==> src/verilog/mem_decode_regs.svh <==
// address map constants for the memory decoder
// Notes on behaviour
// program and data spaces decode independently; same address may hit different storage.
// program fetches 0x0000 to 0x3FFF go to the on-chip flash.
// after any reset the first fetch address is 0x0000.
// external data RAM 0x0000 to 0x02FF, reached only by the external data move.
// internal 0x00 to 0x1F are four banks of eight registers.
// internal 0x20 to 0x2F are also bit addressable.
// internal 0x30 to 0x7F are plain RAM, direct and indirect.
// indirect access to 0x80 to 0xFF goes to upper internal RAM.
// direct access to 0x80 to 0xFF goes to special function registers.
// stack push and pop address internal RAM only.
// bit access to function registers only where address low nibble is 0 or 8.
// software avoids read-modify-write on registers whose read differs from write.
// function registers split between direct space and an external window.
// exactly one target per access; unmapped data reads return zero.
`ifndef MEM_DECODE_REGS_SVH
`define MEM_DECODE_REGS_SVH
`define PROG_FLASH_LAST 16'h3FFF
`define PROG_RESET_ADDR 16'h0000
`define XDATA_RAM_LAST 16'h02FF
`define XWIN_LOW_FIRST 16'h0300
`define XWIN_LOW_LAST 16'h03FF
`define XWIN_HIGH_FIRST 16'h4018
`define XWIN_HIGH_LAST 16'h40FF
`define IDATA_BANK_LAST 8'h1F
`define IDATA_BIT_FIRST 8'h20
`define IDATA_BIT_LAST 8'h2F
`define IDATA_UPPER_FIRST 8'h80
`define BANK_SEL_LSB 3
`endif

==> src/verilog/mem_decode_pkg.sv <==
// types for the memory decoder
`default_nettype none
package mem_decode_pkg;
  typedef enum logic [2:0] {
    acc_none,
    acc_direct,
    acc_indirect,
    acc_bit,
    acc_stack,
    acc_xmove
  } access_e;

  typedef enum logic [3:0] {
    tgt_none,
    tgt_bank,
    tgt_bitram,
    tgt_lowram,
    tgt_upram,
    tgt_sfr,
    tgt_external_data_ram,
    tgt_xwin,
    tgt_flash
  } target_e;

  typedef struct packed {
    logic valid;
    access_e kind;
    logic [15:0] addr;
    logic [2:0] bit_pos;
  } data_req_s;

  typedef struct packed {
    target_e target;
    logic [15:0] offset;
    logic [2:0] bit_pos;
    logic bit_op;
  } data_sel_s;
endpackage
`default_nettype wire

==> src/verilog/data_space_decode.sv <==
// combinational decode of one data space access
`timescale 1ns/1ps
`default_nettype none
`include "mem_decode_regs.svh"
module data_space_decode
(
  // request
  input wire mem_decode_pkg::data_req_s req,
  // decoded select
  output var mem_decode_pkg::data_sel_s sel
);
  logic [7:0] ia;
  logic [7:0] bit_byte;

  always_comb
  begin
    ia = req.addr[7:0];
    bit_byte = 8'h00;
    sel.target = mem_decode_pkg::tgt_none;
    sel.offset = 16'h0000;
    sel.bit_pos = req.bit_pos;
    sel.bit_op = 1'b0;
    if (req.valid)
    begin
      unique case (req.kind)
        mem_decode_pkg::acc_xmove:
        begin
          // external space only by the move instruction
          if (req.addr <= `XDATA_RAM_LAST)
          begin
            sel.target = mem_decode_pkg::tgt_external_data_ram;
            sel.offset = req.addr;
          end
          else if ((req.addr >= `XWIN_LOW_FIRST && req.addr <= `XWIN_LOW_LAST) ||
                   (req.addr >= `XWIN_HIGH_FIRST && req.addr <= `XWIN_HIGH_LAST))
          begin
            sel.target = mem_decode_pkg::tgt_xwin;
            sel.offset = req.addr;
          end
        end
        mem_decode_pkg::acc_direct, mem_decode_pkg::acc_indirect, mem_decode_pkg::acc_stack:
        begin
          sel.offset = {8'h00, ia};
          if (ia <= `IDATA_BANK_LAST)
            sel.target = mem_decode_pkg::tgt_bank;
          else if (ia <= `IDATA_BIT_LAST)
            sel.target = mem_decode_pkg::tgt_bitram;
          else if (ia < `IDATA_UPPER_FIRST)
            sel.target = mem_decode_pkg::tgt_lowram;
          else if (req.kind == mem_decode_pkg::acc_direct)
            sel.target = mem_decode_pkg::tgt_sfr;
          else
            sel.target = mem_decode_pkg::tgt_upram;
        end
        mem_decode_pkg::acc_bit:
        begin
          // bit address below 0x80 lands in 0x20..0x2F
          sel.bit_op = 1'b1;
          sel.bit_pos = ia[2:0];
          if (!ia[7])
          begin
            bit_byte = `IDATA_BIT_FIRST + {4'h0, ia[6:3]};
            sel.target = mem_decode_pkg::tgt_bitram;
            sel.offset = {8'h00, bit_byte};
          end
          else
          begin
            bit_byte = {ia[7:3], 3'h0};
            sel.target = mem_decode_pkg::tgt_sfr;
            sel.offset = {8'h00, bit_byte};
          end
        end
        default:
          sel.target = mem_decode_pkg::tgt_none;
      endcase
    end
  end
endmodule
`default_nettype wire

==> src/verilog/memory_address_decoder.sv <==
// program and data space address decoder with registered selects
`timescale 1ns/1ps
`default_nettype none
`include "mem_decode_regs.svh"
module memory_address_decoder
(
  // clock and reset
  input wire logic clock,
  input wire logic rst,
  // program fetch
  input wire logic fetch_req,
  input wire logic [15:0] fetch_addr,
  output logic [15:0] fetch_pc,
  output logic flash_sel,
  output logic [13:0] flash_addr,
  output logic fetch_fault,
  // data access
  input wire mem_decode_pkg::data_req_s data_req,
  input wire logic [7:0] psw_bank,
  output var mem_decode_pkg::data_sel_s data_sel,
  output logic unmapped,
  // read data
  input wire logic [7:0] target_rdata,
  output logic [7:0] read_data
);
  mem_decode_pkg::data_sel_s comb_sel;
  mem_decode_pkg::data_req_s req_adj;
  logic [15:0] pc_ff;
  logic [15:0] nxt_pc;
  logic flash_sel_ff;
  logic nxt_flash_sel;
  logic [13:0] flash_addr_ff;
  logic [13:0] nxt_flash_addr;
  logic fault_ff;
  logic nxt_fault;
  mem_decode_pkg::data_sel_s sel_ff;
  mem_decode_pkg::data_sel_s nxt_sel;
  logic unmapped_ff;
  logic nxt_unmapped;
  logic [7:0] rdata_ff;
  logic [7:0] nxt_rdata;

  // internal kinds ignore the upper address byte
  always_comb
  begin
    req_adj = data_req;
    req_adj.addr[15:8] = (data_req.kind == mem_decode_pkg::acc_xmove) ? data_req.addr[15:8] : 8'h00;
  end

  data_space_decode u_data
  (
    .req(req_adj),
    .sel(comb_sel)
  );

  // program space
  always_comb
  begin
    nxt_pc = pc_ff;
    nxt_flash_sel = 1'b0;
    nxt_flash_addr = flash_addr_ff;
    nxt_fault = 1'b0;
    if (rst)
    begin
      nxt_pc = `PROG_RESET_ADDR;
      nxt_flash_addr = 14'h0000;
    end
    else if (fetch_req)
    begin
      nxt_pc = fetch_addr;
      if (fetch_addr <= `PROG_FLASH_LAST)
      begin
        nxt_flash_sel = 1'b1;
        nxt_flash_addr = fetch_addr[13:0];
      end
      else
        nxt_fault = 1'b1;
    end
  end

  always_ff @(posedge clock)
  begin
    pc_ff <= nxt_pc;
    flash_sel_ff <= nxt_flash_sel;
    flash_addr_ff <= nxt_flash_addr;
    fault_ff <= nxt_fault;
  end

  // data space
  always_comb
  begin
    nxt_sel = comb_sel;
    nxt_unmapped = data_req.valid && comb_sel.target == mem_decode_pkg::tgt_none;
    nxt_rdata = 8'h00;
    if (rst)
    begin
      nxt_sel.target = mem_decode_pkg::tgt_none;
      nxt_sel.offset = 16'h0000;
      nxt_sel.bit_pos = 3'h0;
      nxt_sel.bit_op = 1'b0;
      nxt_unmapped = 1'b0;
    end
    else if (sel_ff.target != mem_decode_pkg::tgt_none)
      nxt_rdata = target_rdata;
  end

  always_ff @(posedge clock)
  begin
    sel_ff <= nxt_sel;
    unmapped_ff <= nxt_unmapped;
    rdata_ff <= nxt_rdata;
  end

  assign fetch_pc = pc_ff;
  assign flash_sel = flash_sel_ff;
  assign flash_addr = flash_addr_ff;
  assign fetch_fault = fault_ff;
  assign data_sel = sel_ff;
  assign unmapped = unmapped_ff;
  assign read_data = rdata_ff;

  a_reset_pc: assert property (@(posedge clock) rst |=> fetch_pc == `PROG_RESET_ADDR && !flash_sel)
    else $error("fetch address not zero after reset");
  a_flash_range: assert property (@(posedge clock) disable iff (rst)
    fetch_req && fetch_addr <= `PROG_FLASH_LAST |=> flash_sel && flash_addr == $past(fetch_addr[13:0]))
    else $error("flash fetch not selected");
  a_flash_beyond: assert property (@(posedge clock) disable iff (rst)
    fetch_req && fetch_addr > `PROG_FLASH_LAST |=> !flash_sel && fetch_fault)
    else $error("fetch beyond flash selected");
  a_external_data_ram_only_move: assert property (@(posedge clock) disable iff (rst)
    data_sel.target == mem_decode_pkg::tgt_external_data_ram |-> $past(data_req.kind) == mem_decode_pkg::acc_xmove)
    else $error("external ram reached without move");
  a_external_data_ram_range: assert property (@(posedge clock) disable iff (rst)
    data_req.valid && data_req.kind == mem_decode_pkg::acc_xmove && data_req.addr <= `XDATA_RAM_LAST
    |=> data_sel.target == mem_decode_pkg::tgt_external_data_ram)
    else $error("external ram not selected");
  a_xwin_range: assert property (@(posedge clock) disable iff (rst)
    data_req.valid && data_req.kind == mem_decode_pkg::acc_xmove &&
    data_req.addr >= `XWIN_LOW_FIRST && data_req.addr <= `XWIN_LOW_LAST
    |=> data_sel.target == mem_decode_pkg::tgt_xwin)
    else $error("external register window not selected");
  a_bank_range: assert property (@(posedge clock) disable iff (rst)
    data_req.valid && data_req.kind == mem_decode_pkg::acc_indirect && data_req.addr[7:0] <= `IDATA_BANK_LAST
    |=> data_sel.target == mem_decode_pkg::tgt_bank)
    else $error("bank registers not selected");
  a_bit_area: assert property (@(posedge clock) disable iff (rst)
    data_req.valid && data_req.kind == mem_decode_pkg::acc_bit && !data_req.addr[7]
    |=> data_sel.target == mem_decode_pkg::tgt_bitram &&
    data_sel.offset[7:0] >= `IDATA_BIT_FIRST && data_sel.offset[7:0] <= `IDATA_BIT_LAST)
    else $error("bit address outside bit area");
  a_low_ram: assert property (@(posedge clock) disable iff (rst)
    data_req.valid && data_req.kind inside {mem_decode_pkg::acc_direct, mem_decode_pkg::acc_indirect} &&
    data_req.addr[7:0] > `IDATA_BIT_LAST && !data_req.addr[7]
    |=> data_sel.target == mem_decode_pkg::tgt_lowram)
    else $error("plain ram not selected");
  a_upper_indirect: assert property (@(posedge clock) disable iff (rst)
    data_req.valid && data_req.kind == mem_decode_pkg::acc_indirect && data_req.addr[7]
    |=> data_sel.target == mem_decode_pkg::tgt_upram)
    else $error("indirect upper not ram");
  a_upper_direct: assert property (@(posedge clock) disable iff (rst)
    data_req.valid && data_req.kind == mem_decode_pkg::acc_direct && data_req.addr[7]
    |=> data_sel.target == mem_decode_pkg::tgt_sfr)
    else $error("direct upper not function register");
  a_stack_internal: assert property (@(posedge clock) disable iff (rst)
    data_req.valid && data_req.kind == mem_decode_pkg::acc_stack
    |=> data_sel.target != mem_decode_pkg::tgt_external_data_ram && data_sel.target != mem_decode_pkg::tgt_xwin)
    else $error("stack left internal ram");
  a_bit_sfr: assert property (@(posedge clock) disable iff (rst)
    data_sel.bit_op && data_sel.target == mem_decode_pkg::tgt_sfr |-> data_sel.offset[2:0] == 3'h0)
    else $error("bit access to unaligned register");
  a_internal_upper: assert property (@(posedge clock) disable iff (rst)
    data_sel.target inside {mem_decode_pkg::tgt_bank, mem_decode_pkg::tgt_bitram, mem_decode_pkg::tgt_lowram,
    mem_decode_pkg::tgt_upram, mem_decode_pkg::tgt_sfr} |-> data_sel.offset[15:8] == 8'h00)
    else $error("internal select carries upper address");
  a_unmapped_zero: assert property (@(posedge clock) disable iff (rst)
    unmapped |=> read_data == 8'h00)
    else $error("unmapped read not zero");
endmodule
`default_nettype wire

==> config.mk <==
export PLATFORM = sky130hd
export DESIGN_NAME = memory_address_decoder
export DESIGN_NICKNAME = d
export VERILOG_FILES = /design/src/verilog/mem_decode_pkg.sv /design/src/verilog/data_space_decode.sv /design/src/verilog/memory_address_decoder.sv
export VERILOG_INCLUDE_DIRS = /design/src /design/src/verilog
export SDC_FILE = /design/constraint.sdc
export NUM_CORES = 1
export LEC_CHECK = 0
export BUFFER_PORTS_ARGS = -buffer_cell sky130_fd_sc_hd__buf_2
export CAP_MARGIN = 20
export CORE_AREA = 4 4 101 103
export CTS_BUF_LIST = sky130_fd_sc_hd__clkbuf_8
export DETAILED_ROUTE_END_ITERATION = 8
export DIE_AREA = 0 0 105 107
export SKIP_CTS_REPAIR_TIMING = 1
export SLEW_MARGIN = 20
export SYNTH_ARGS = -nofsm -noshare
export SYNTH_HDL_FRONTEND = slang
export SYNTH_SLANG_ARGS = --single-unit
==> constraint.sdc <==
create_clock -name clock -period 2.1 [get_ports clock]
set_clock_uncertainty 0.15 [all_clocks]
set_input_delay 0.315 -clock clock [delete_from_list [all_inputs] [get_ports clock]]
set_output_delay 0.315 -clock clock [all_outputs]
set_load 0.01 [all_outputs]
### Yosys cells after proc, flatten, opt, wreduce, memory -nomap -nowiden

Index checks and enable logic that the tools add are counted.

* $add $sub $neg: 1
* magnitude comparators: 9
* equality and inequality tests: 5
* multiplexer cells: 14
* bitwise logic cells: 3
* reductions and logical operators: 11

Operator list (count)
* 19-bit 2-to-1 mux: 3
* 16-bit case mux with 3 select lines: 1
* 16-bit by 10-bit less-or-equal comparator with 1-bit output, second input constant: 2
* 24-bit 2-to-1 mux: 1
* 16-bit by 10-bit greater-or-equal comparator with 1-bit output, second input constant: 1
* 16-bit by 15-bit greater-or-equal comparator with 1-bit output, second input constant: 1
* 16-bit by 14-bit less-or-equal comparator with 1-bit output, second input constant: 1
* 16-bit by 15-bit less-or-equal comparator with 1-bit output, second input constant: 1
* 4-bit 2-to-1 mux: 3
* 4-bit case mux with 3 select lines: 1
* 8-bit by 5-bit less-or-equal comparator with 1-bit output, second input constant: 1
* 8-bit by 6-bit less-or-equal comparator with 1-bit output, second input constant: 1
* 8-bit < comparator, second input constant: 1
* 8-bit 2-to-1 mux: 1
* 6-bit by 4-bit adder with 7-bit output, first input constant: 1
* 3-bit by 2-bit == test with 1-bit output, second input constant: 2
* 3-bit == test, second input constant: 2
* 2-bit OR reduction: 3
* 4-bit logical NOT: 1
* 4-bit nonzero test: 1
* 3-bit by 1-bit == test with 1-bit output, second input constant: 1
* 1-bit logical AND: 3
* 1-bit 2-to-1 mux: 3
* 3-bit 2-to-1 mux: 1
* 4 further kinds: 6

* bits in registers: 65
* input port bits: 58
* output and inout bits: 65
* logic and storage cells: 53

### Longest topological paths before layout

Gate-level depths: netlist of the first run.

* depth in word-level cells: 11
* depth in mapped cells: 7
* depth with buffers taken out: 5

### Modules after synthesis

Synthesis of the first run repeated with hierarchy kept, for this count alone.

* cells, all modules: 274
* area, all modules: 2698.8 um^2

Modules (own cells, without submodules)
* memory_address_decoder: instances 1, cells an instance 199, area each 2233.4 um^2, sequential area each 1301.2 um^2
* data_space_decode: instances 1, cells an instance 75, area each 465.4 um^2, sequential area each 0.0 um^2

### Worst setup path before layout of the first run

No wires, ideal clock.

* path type: input port to flip-flop
* start: input data_req[20] in the netlist's numbering
* end: register sel_ff (netlist bit data_sel[10])
* library setup time: 0.115 ns
* data arrival time: 1.359 ns
* data required time: 1.835 ns
* path slack: 0.476 ns
* cell stages on the path: 6
* buffers on the path: 1
* cell sequence: buf_2 -> xor2_1 -> mux2_2 -> o21bai_4 -> a21o_1 -> and3_1

* cells in the longest elaborated chain, start to end: 8
* elaborated cells between the ends (all ways): 18
* classes of those cells: 5 x order compare; 5 x eq/ne; 4 x mux; 4 x reduce/logical

Ends and longest elaborated chain
* from (decl): RTL line memory_address_decoder.sv:18 `input wire mem_decode_pkg::data_req_s data_req,`
* 3-bit == test: RTL line data_space_decode.sv:25, memory_address_decoder.sv:47
* 8-bit 2-to-1 mux: RTL line memory_address_decoder.sv:47 `req_adj.addr[15:8] = (data_req.kind == mem_decode_pkg::acc_xmove) ? data_req.addr[15:8] : 8'h00;`
* 16-bit by 10-bit greater-or-equal comparator with 1-bit output (no source line) (tied with other cells)
* 1-bit logical AND (no source line)
* 1-bit logical OR: RTL line data_space_decode.sv:34 `` else if ((req.addr >= `XWIN_LOW_FIRST && req.addr <= `XWIN_LOW_LAST) || ``
* 19-bit 2-to-1 mux: RTL line data_space_decode.sv:34
* 19-bit 2-to-1 mux: RTL line data_space_decode.sv:29 `` if (req.addr <= `XDATA_RAM_LAST) ``
* 16-bit case mux with 3 select lines *: RTL line data_space_decode.sv:25 `unique case (req.kind)`
* to (signal assigned): RTL line memory_address_decoder.sv:109 `sel_ff <= nxt_sel;`
* to (decl): RTL line memory_address_decoder.sv:36 `mem_decode_pkg::data_sel_s sel_ff;`

Every way passes the cells marked *; elsewhere a longest branch is shown, timed or not.
A chain may end at the register's enable or synchronous reset.

### Worst setup path in the final report of the first run

* start: input data_req[7] in the netlist's numbering
* end: register sel_ff (netlist bit data_sel[8])

* cells in the longest elaborated chain, start to end: 6
* elaborated cells between the ends (all ways): 13
* classes of those cells: 1 x add/sub; 5 x order compare; 4 x mux; 3 x reduce/logical

Ends and longest elaborated chain (RTL line)
* 16-bit by 10-bit greater-or-equal comparator with 1-bit output (no source line) (tied with other cells)
* 1-bit logical AND (no source line)
* 1-bit logical OR: data_space_decode.sv:34
* 19-bit 2-to-1 mux: data_space_decode.sv:34
* 19-bit 2-to-1 mux: data_space_decode.sv:29
* 16-bit case mux with 3 select lines *: data_space_decode.sv:25

Marked as above.

==> results.cfg, run 1 <==
[routing]
drtAntennaViolNets = 0
dr.pass1.iters = 4
wl_met1_um = 2600
routed_wirelength_um = 6180
avgRoutedWirePerCell_um = 13.0
dr_wl_met3_um = 580
via_per_inst = 4.32
drc = 0
vias = 2055
top_layer = met4
wl_met2_um = 2910
first_iter_violations = 66

[placed_design]
dp_cells = 460
dpl_worst_slack_ps = 250
globalplace.congestion = 0.883
hpwl_um = 4720
portBuffers = 113

[synthesis]
synthTopCellsByArea = dfxtp_1 (56%), mux2i_1 (7.0%), nand2_1 (6.0%)
synth_top_area_share = 0.558
synth_compound_area_frac = 0.0975
syn_inst = 238
syn-cell-area_um2 = 2300
yosys_register_bits = 64
yosys.area_share.simple = 0.225
synth_cell_type_count = 38
yosys_warnings = 0
synth_top_cell_by_area = dfxtp_1
synth_edf_count = 0
synthAdderAreaFrac = 0.00490
syn_area_per_cell_um2 = 9.65
synthFlopType = dfxtp_1
synth-xor-area-share = 0.00763
synth_mux_area_frac = 0.0747
async_flop_share = 0
synth_top_family_by_area = simple AND/OR/NAND/NOR gates
yosysSeqAreaShare = 0.558

[worst_setup_path]
timing.rr.end = read_data[5]
crit_fanout = 6
cp_data_arrival_time_ps = 1580
reg2reg_from = data_sel[21]
crit_buf_inv = 2
crit_type = primary input to flop
critPathLaunchType = primary input
cp.required_ps = 2170
worst_r2r_path_depth = 3
crit_slowest_cell = a2111oi_1
reg2reg_slack_ps = 1020
cp_top_family = compound AO/OA/AOI/OAI gates
critPathCaptureType = flop
cp_slowest_stage_delay_ps = 380
path_cells = buf_2 -> a2111oi_1 -> buf_4 -> o31a_2 -> o21bai_4 -> a21o_1 -> and3_1

[timing]
rsz0062_at_grt = no
finalCritPeriodShare = 0.716
tns_ps = 0
tightestPinTransition_ps = 598
period_minus_slack_ps = 1500
worst_slack_ps = 596
relSlewSlack = 0.600
setup_viol = 0
fmaxAchievable_ghz = 0.665
slew_viol_final = 0
hold_viol = 0

[die]
fp.dieW_um = 105
rows = 35
dieHeight_um = 107
dieArea_um2 = 11200
initial_core_util = 0.250
coreArea_um2 = 9200
io_pins = 123

[final_layout]
layout-drive-gt1-share = 0.392
n_antenna_cell = 0
syn_to_final_growth_pct = 40.2
final.fill_count = 964
register_area_um2 = 1280
multiInputGateArea_um2 = 962
fin_nets = 418
layout.cells.non_filler = 476

[pwr]
peakVddDrop_mv = 0.235
p_per_area_nw_per_um2 = 847
p_leak_nw = 1.59

[cts]
cts_buffer_depth = 2
cts_made_buffers = 9
insertion_delay_ps = 330
clk_pin_slew_ps = 70
cts_max_level = 3
clock_sinks = 64
cts_tree = yes
root_buffer = clkbuf_8

[hold_path]
holdPathStages = 2
hold_path.class = primary input to flop
min_delay_worst_endpoint = read_data[1]
worstHoldStart = target_rdata[1]

[outcome]
outcome = finished clean

[global_routing]
grt_pass1_vias = 2085
grt_overflow_total = 0
antenna_found_initial = 0
track_usage = 0.113
grt_max_degree = 27
grt_pass1_wl_um = 9970

[run]
cap_violations = 0
-- cell usage after synthesis (2+ instances only) --
cell type	n
dfxtp_1	64
or2_1	4
xor2_1	2
nand2_1	37
mux2i_1	16
nand3_1	4
and2_1	9
a31oi_1	2
nor3_1	3
clkbuf_1	5
o21ai_1	2
a22oi_1	4
a21o_1	2
nor3b_1	4
buf_2	6
a21oi_1	20
nor2_1	32
and3_1	2
-- registers in the layout, summed over array words and instances (netlist names) --
| signal | flops |
|---|---|
| flash_addr | 14 |
| read_data | 8 |
| fetch_pc | 16 |
| flash_sel | 1 |
| unmapped | 1 |
| data_sel | 23 |
| fetch_fault | 1 |
-- how the worst max path moves through the flow --
stage | start | endpoint | cells past startpoint
after CTS | data_req[7] | data_sel[10] | 7
after detailed placement | data_req[7] | data_sel[10] | 7
after global placement | data_req[7] | data_sel[10] | 7
final | data_req[7] | data_sel[8] | 7
after global routing | data_req[7] | data_sel[8] | 7
after floorplan | data_req[20] | data_sel[10] | 6
-- final cells by class --
| class | instances | area share |
|---|---|---|
| Clock buffer | 10 | 0.0428 |
| Clock inverter | 6 | 0.0260 |
| Inverter | 1 | 0.00117 |
| Multi-Input combinational cell | 165 | 0.299 |
| Sequential cell | 64 | 0.398 |
| Tap cell | 111 | 0.0432 |
| Timing Repair Buffer | 119 | 0.190 |
-- where the power goes --
part,internal [W],leakage (nW),switching [W]
logic,0.000130,0.951,0.000158
registers,0.00126,0.524,0.0000172
clock network,0.000694,0.110,0.000464
total,0.00209,1.59,0.000640
-- cells in the final DEF (no fill, tap or decap), types with 2 or more instances in the layout --
master / count
buf_2: 113
dfxtp_1: 64
nand2_1: 37
nor2_1: 32
a21oi_1: 20
mux2i_1: 16
clkbuf_8: 10
and2_1: 9
conb_1: 6
buf_4: 6
or2_1: 4
nor3b_1: 4
nand3_1: 4
a22oi_1: 4
nor3_1: 3
xor2_1: 2
a21o_1: 2
o21ai_1: 2
and3_1: 2
a31oi_1: 2
inv_1: 2
clkinvlp_4: 2
bufinv_16: 2
-- worst reg2reg max path, stage by stage, from the launching register on --
cell     delay (ps)
dfxtp_1         350
nor3_1           60
nor2_1          280
and2_1          180
-- logic make-up (layout without fill, tap and decap cells) --
group | after synthesis | count (layout)
AND/OR/NAND/NOR | 104 | 104
flip-flops | 64 | 64
AO/OA/AOI/OAI | 35 | 35
multiplexers | 17 | 17
buffers and inverters | 14 | 136
XOR/XNOR | 2 | 2
adder cells (fa/ha/maj) | 1 | 1
other | 1 | 6
-- routing by layer --
metal / vias to the layer above / GRT usage
li1: 1032 / -
met1: 926 / 0.130
met2: 88 / 0.182
met3: 9 / 0.0506
met4: 0 / 0.0478
met5: - / 0
-- metrics by stage --
step	hold WS, ps	utilization	power (W)	cell area (um^2)
6_report	30.2	0.350	0.00273	3220
5_1_grt	7.70	0.350	0.00287	3220
4_1_cts	-2.64	0.350	0.00279	3220
3_5_place_dp	294	0.326	0.00160	3000
3_3_place_gp	290	0.326	0.00159	3000
2_1_floorplan	241	-	0.00146	2310
Power figures use the tool's default switching activity.
==> run 2, diff against run 1 <==
clock period = 1.25 ns   (was 2.1 ns; I/O delays follow)
==> run 2 against run 1 <==
  * The flow now finishes with violations (negative hold slack)
  * Critical endpoint unchanged
  * Sequential share of layout area down 5.6 points
  * Critical path type unchanged
  * Sequential power is 68% higher
  * Global-route usage increased by 0.054 points
==> results.cfg, run 2 (same netlist as run 1, synthesis figures left out) <==
[outcome]
outcome = finished with violations
violations = negative hold slack

[timing]
hold_viol = 2
setup_viol = 0
slew_viol_final = 0
finalCritPeriodShare = 0.995
rsz0062_at_grt = yes
fin_hold_ws_ps = -18.3
fmaxAchievable_ghz = 0.804
period_minus_slack_ps = 1240

[global_routing]
track_usage = 0.113
grt_pass1_wl_um = 10100
grt_max_degree = 33
grt_overflow_total = 0
grt_pass1_vias = 2092
antenna_found_initial = 0

[worst_setup_path]
cp_data_arrival_time_ps = 1310
crit_type = primary input to flop
critPathLaunchType = primary input
cp.required_ps = 1320
critPathCaptureType = flop
crit_fanout = 6

[placed_design]
portBuffers = 113
hpwl_um = 5000
globalplace.congestion = 0.825

[routing]
vias = 2251
first_iter_violations = 52
drtAntennaViolNets = 0
avgRoutedWirePerCell_um = 12.6
via_per_inst = 4.28
dr.pass1.iters = 4
routed_wirelength_um = 6610
drc = 0

[final_layout]
layout-drive-gt1-share = 0.419
fin_util = 0.407
mostFrequentLayoutCell = buf_2
syn_to_final_growth_pct = 63.2
fin_nets = 468
largest_reg_flops = 23
layout_common_cells = buf_2 (109), dfxtp_1 (64), nand2_1 (36)
n_antenna_cell = 0
final.fill_count = 936

[cts]
cts_max_level = 3
cts_made_buffers = 9
clk_pin_slew_ps = 70
root_buffer = clkbuf_8
insertion_delay_ps = 320
cts_buffer_depth = 2
cts_tree = yes
clock_sinks = 64

[hold_path]
hold_path.class = primary input to flop

[pwr]
p_leak_nw = 1.82
peakVddDrop_mv = 0.526
power.internal_w = 0.00343
p_per_area_nw_per_um2 = 1210
switchingPower_w = 0.00109
sw_frac_of_total = 0.241
seqPwrFrac = 0.476
power_frac_comb = 0.144
p_total_w = 0.00452
clkPwrFrac = 0.380

[run]
cap_violations = 0

[die]
initial_core_util = 0.250
rows = 35
fp.dieW_um = 105
dieHeight_um = 107
coreArea_um2 = 9200
io_pins = 123
dieArea_um2 = 11200
run 2: cell count changes in the layout (fill, tap and decap cells not counted), moves of 4 or more:
cell,previous run,this run
buf_2,113,109
buf_4,6,26
buf_6,0,4
dlygate4sd3_1,0,28
run 2: worst max-delay path: stages:
cell       delay [ps]
buf_8             100
a2111oi_4         390
o31a_2            230
o21bai_4          100
a21o_1            170
and3_1            130
run 2: power groups by stage:
stage	clock, W	sequential (W)	combinational, W
floorplan	0	0.00224	0.000235
global placement	0	0.00219	0.000556
detailed placement	0	0.00220	0.000565
CTS	0.00179	0.00215	0.000566
global route	0.00189	0.00216	0.000713
finish	0.00172	0.00215	0.000650
run 2: metrics by stage:
stage | setup WS [ps] | instance area [um^2] | hold slack [ps] | cells | setup TNS, ps
4_1_cts | -55.8 | 3410 | -110 | 498 | -105
2_1_floorplan | -196 | 2370 | 114 | 243 | -1320
3_3_place_gp | -380 | 3210 | 237 | 482 | -4970
6_report | 6.68 | 3750 | -18.3 | 526 | 0
3_5_place_dp | -427 | 3210 | 242 | 482 | -5560
5_1_grt | -30.8 | 3750 | 3.61 | 526 | -177
run 2: final cells by class:
class                           instances  area, um^2  area share
Sequential cell                        64        1280       0.342
Timing Repair Buffer                  169        1100       0.294
Multi-Input combinational cell        165        1020       0.273
Tap cell                              111         139      0.0371
Clock buffer                           10         138      0.0367
Clock inverter                          6        60.1      0.0160
Inverter                                1        3.75     0.00100
run 2: routing by layer:
metal  GRT usage  vias to the layer above  share of wire
li1            -                     1136              -
met1       0.127                     1027           0.41
met2       0.194                       82           0.52
met3      0.0331                        6          0.059
met4      0.0609                        0          0.011
met5           0                        -              0
run 2: final timing paths:
path / slack [ps] / startpoint / end / depth (start not counted)
worst min register to register: 300 / flash_addr[9] / flash_addr[9] / 2
worst max register to register: 120 / data_sel[20] / read_data[0] / 3
worst min-delay path: -20 / fetch_addr[14] / fetch_pc[14] / 3
worst max-delay path: 7 / data_req[6] / data_sel[8] / 6
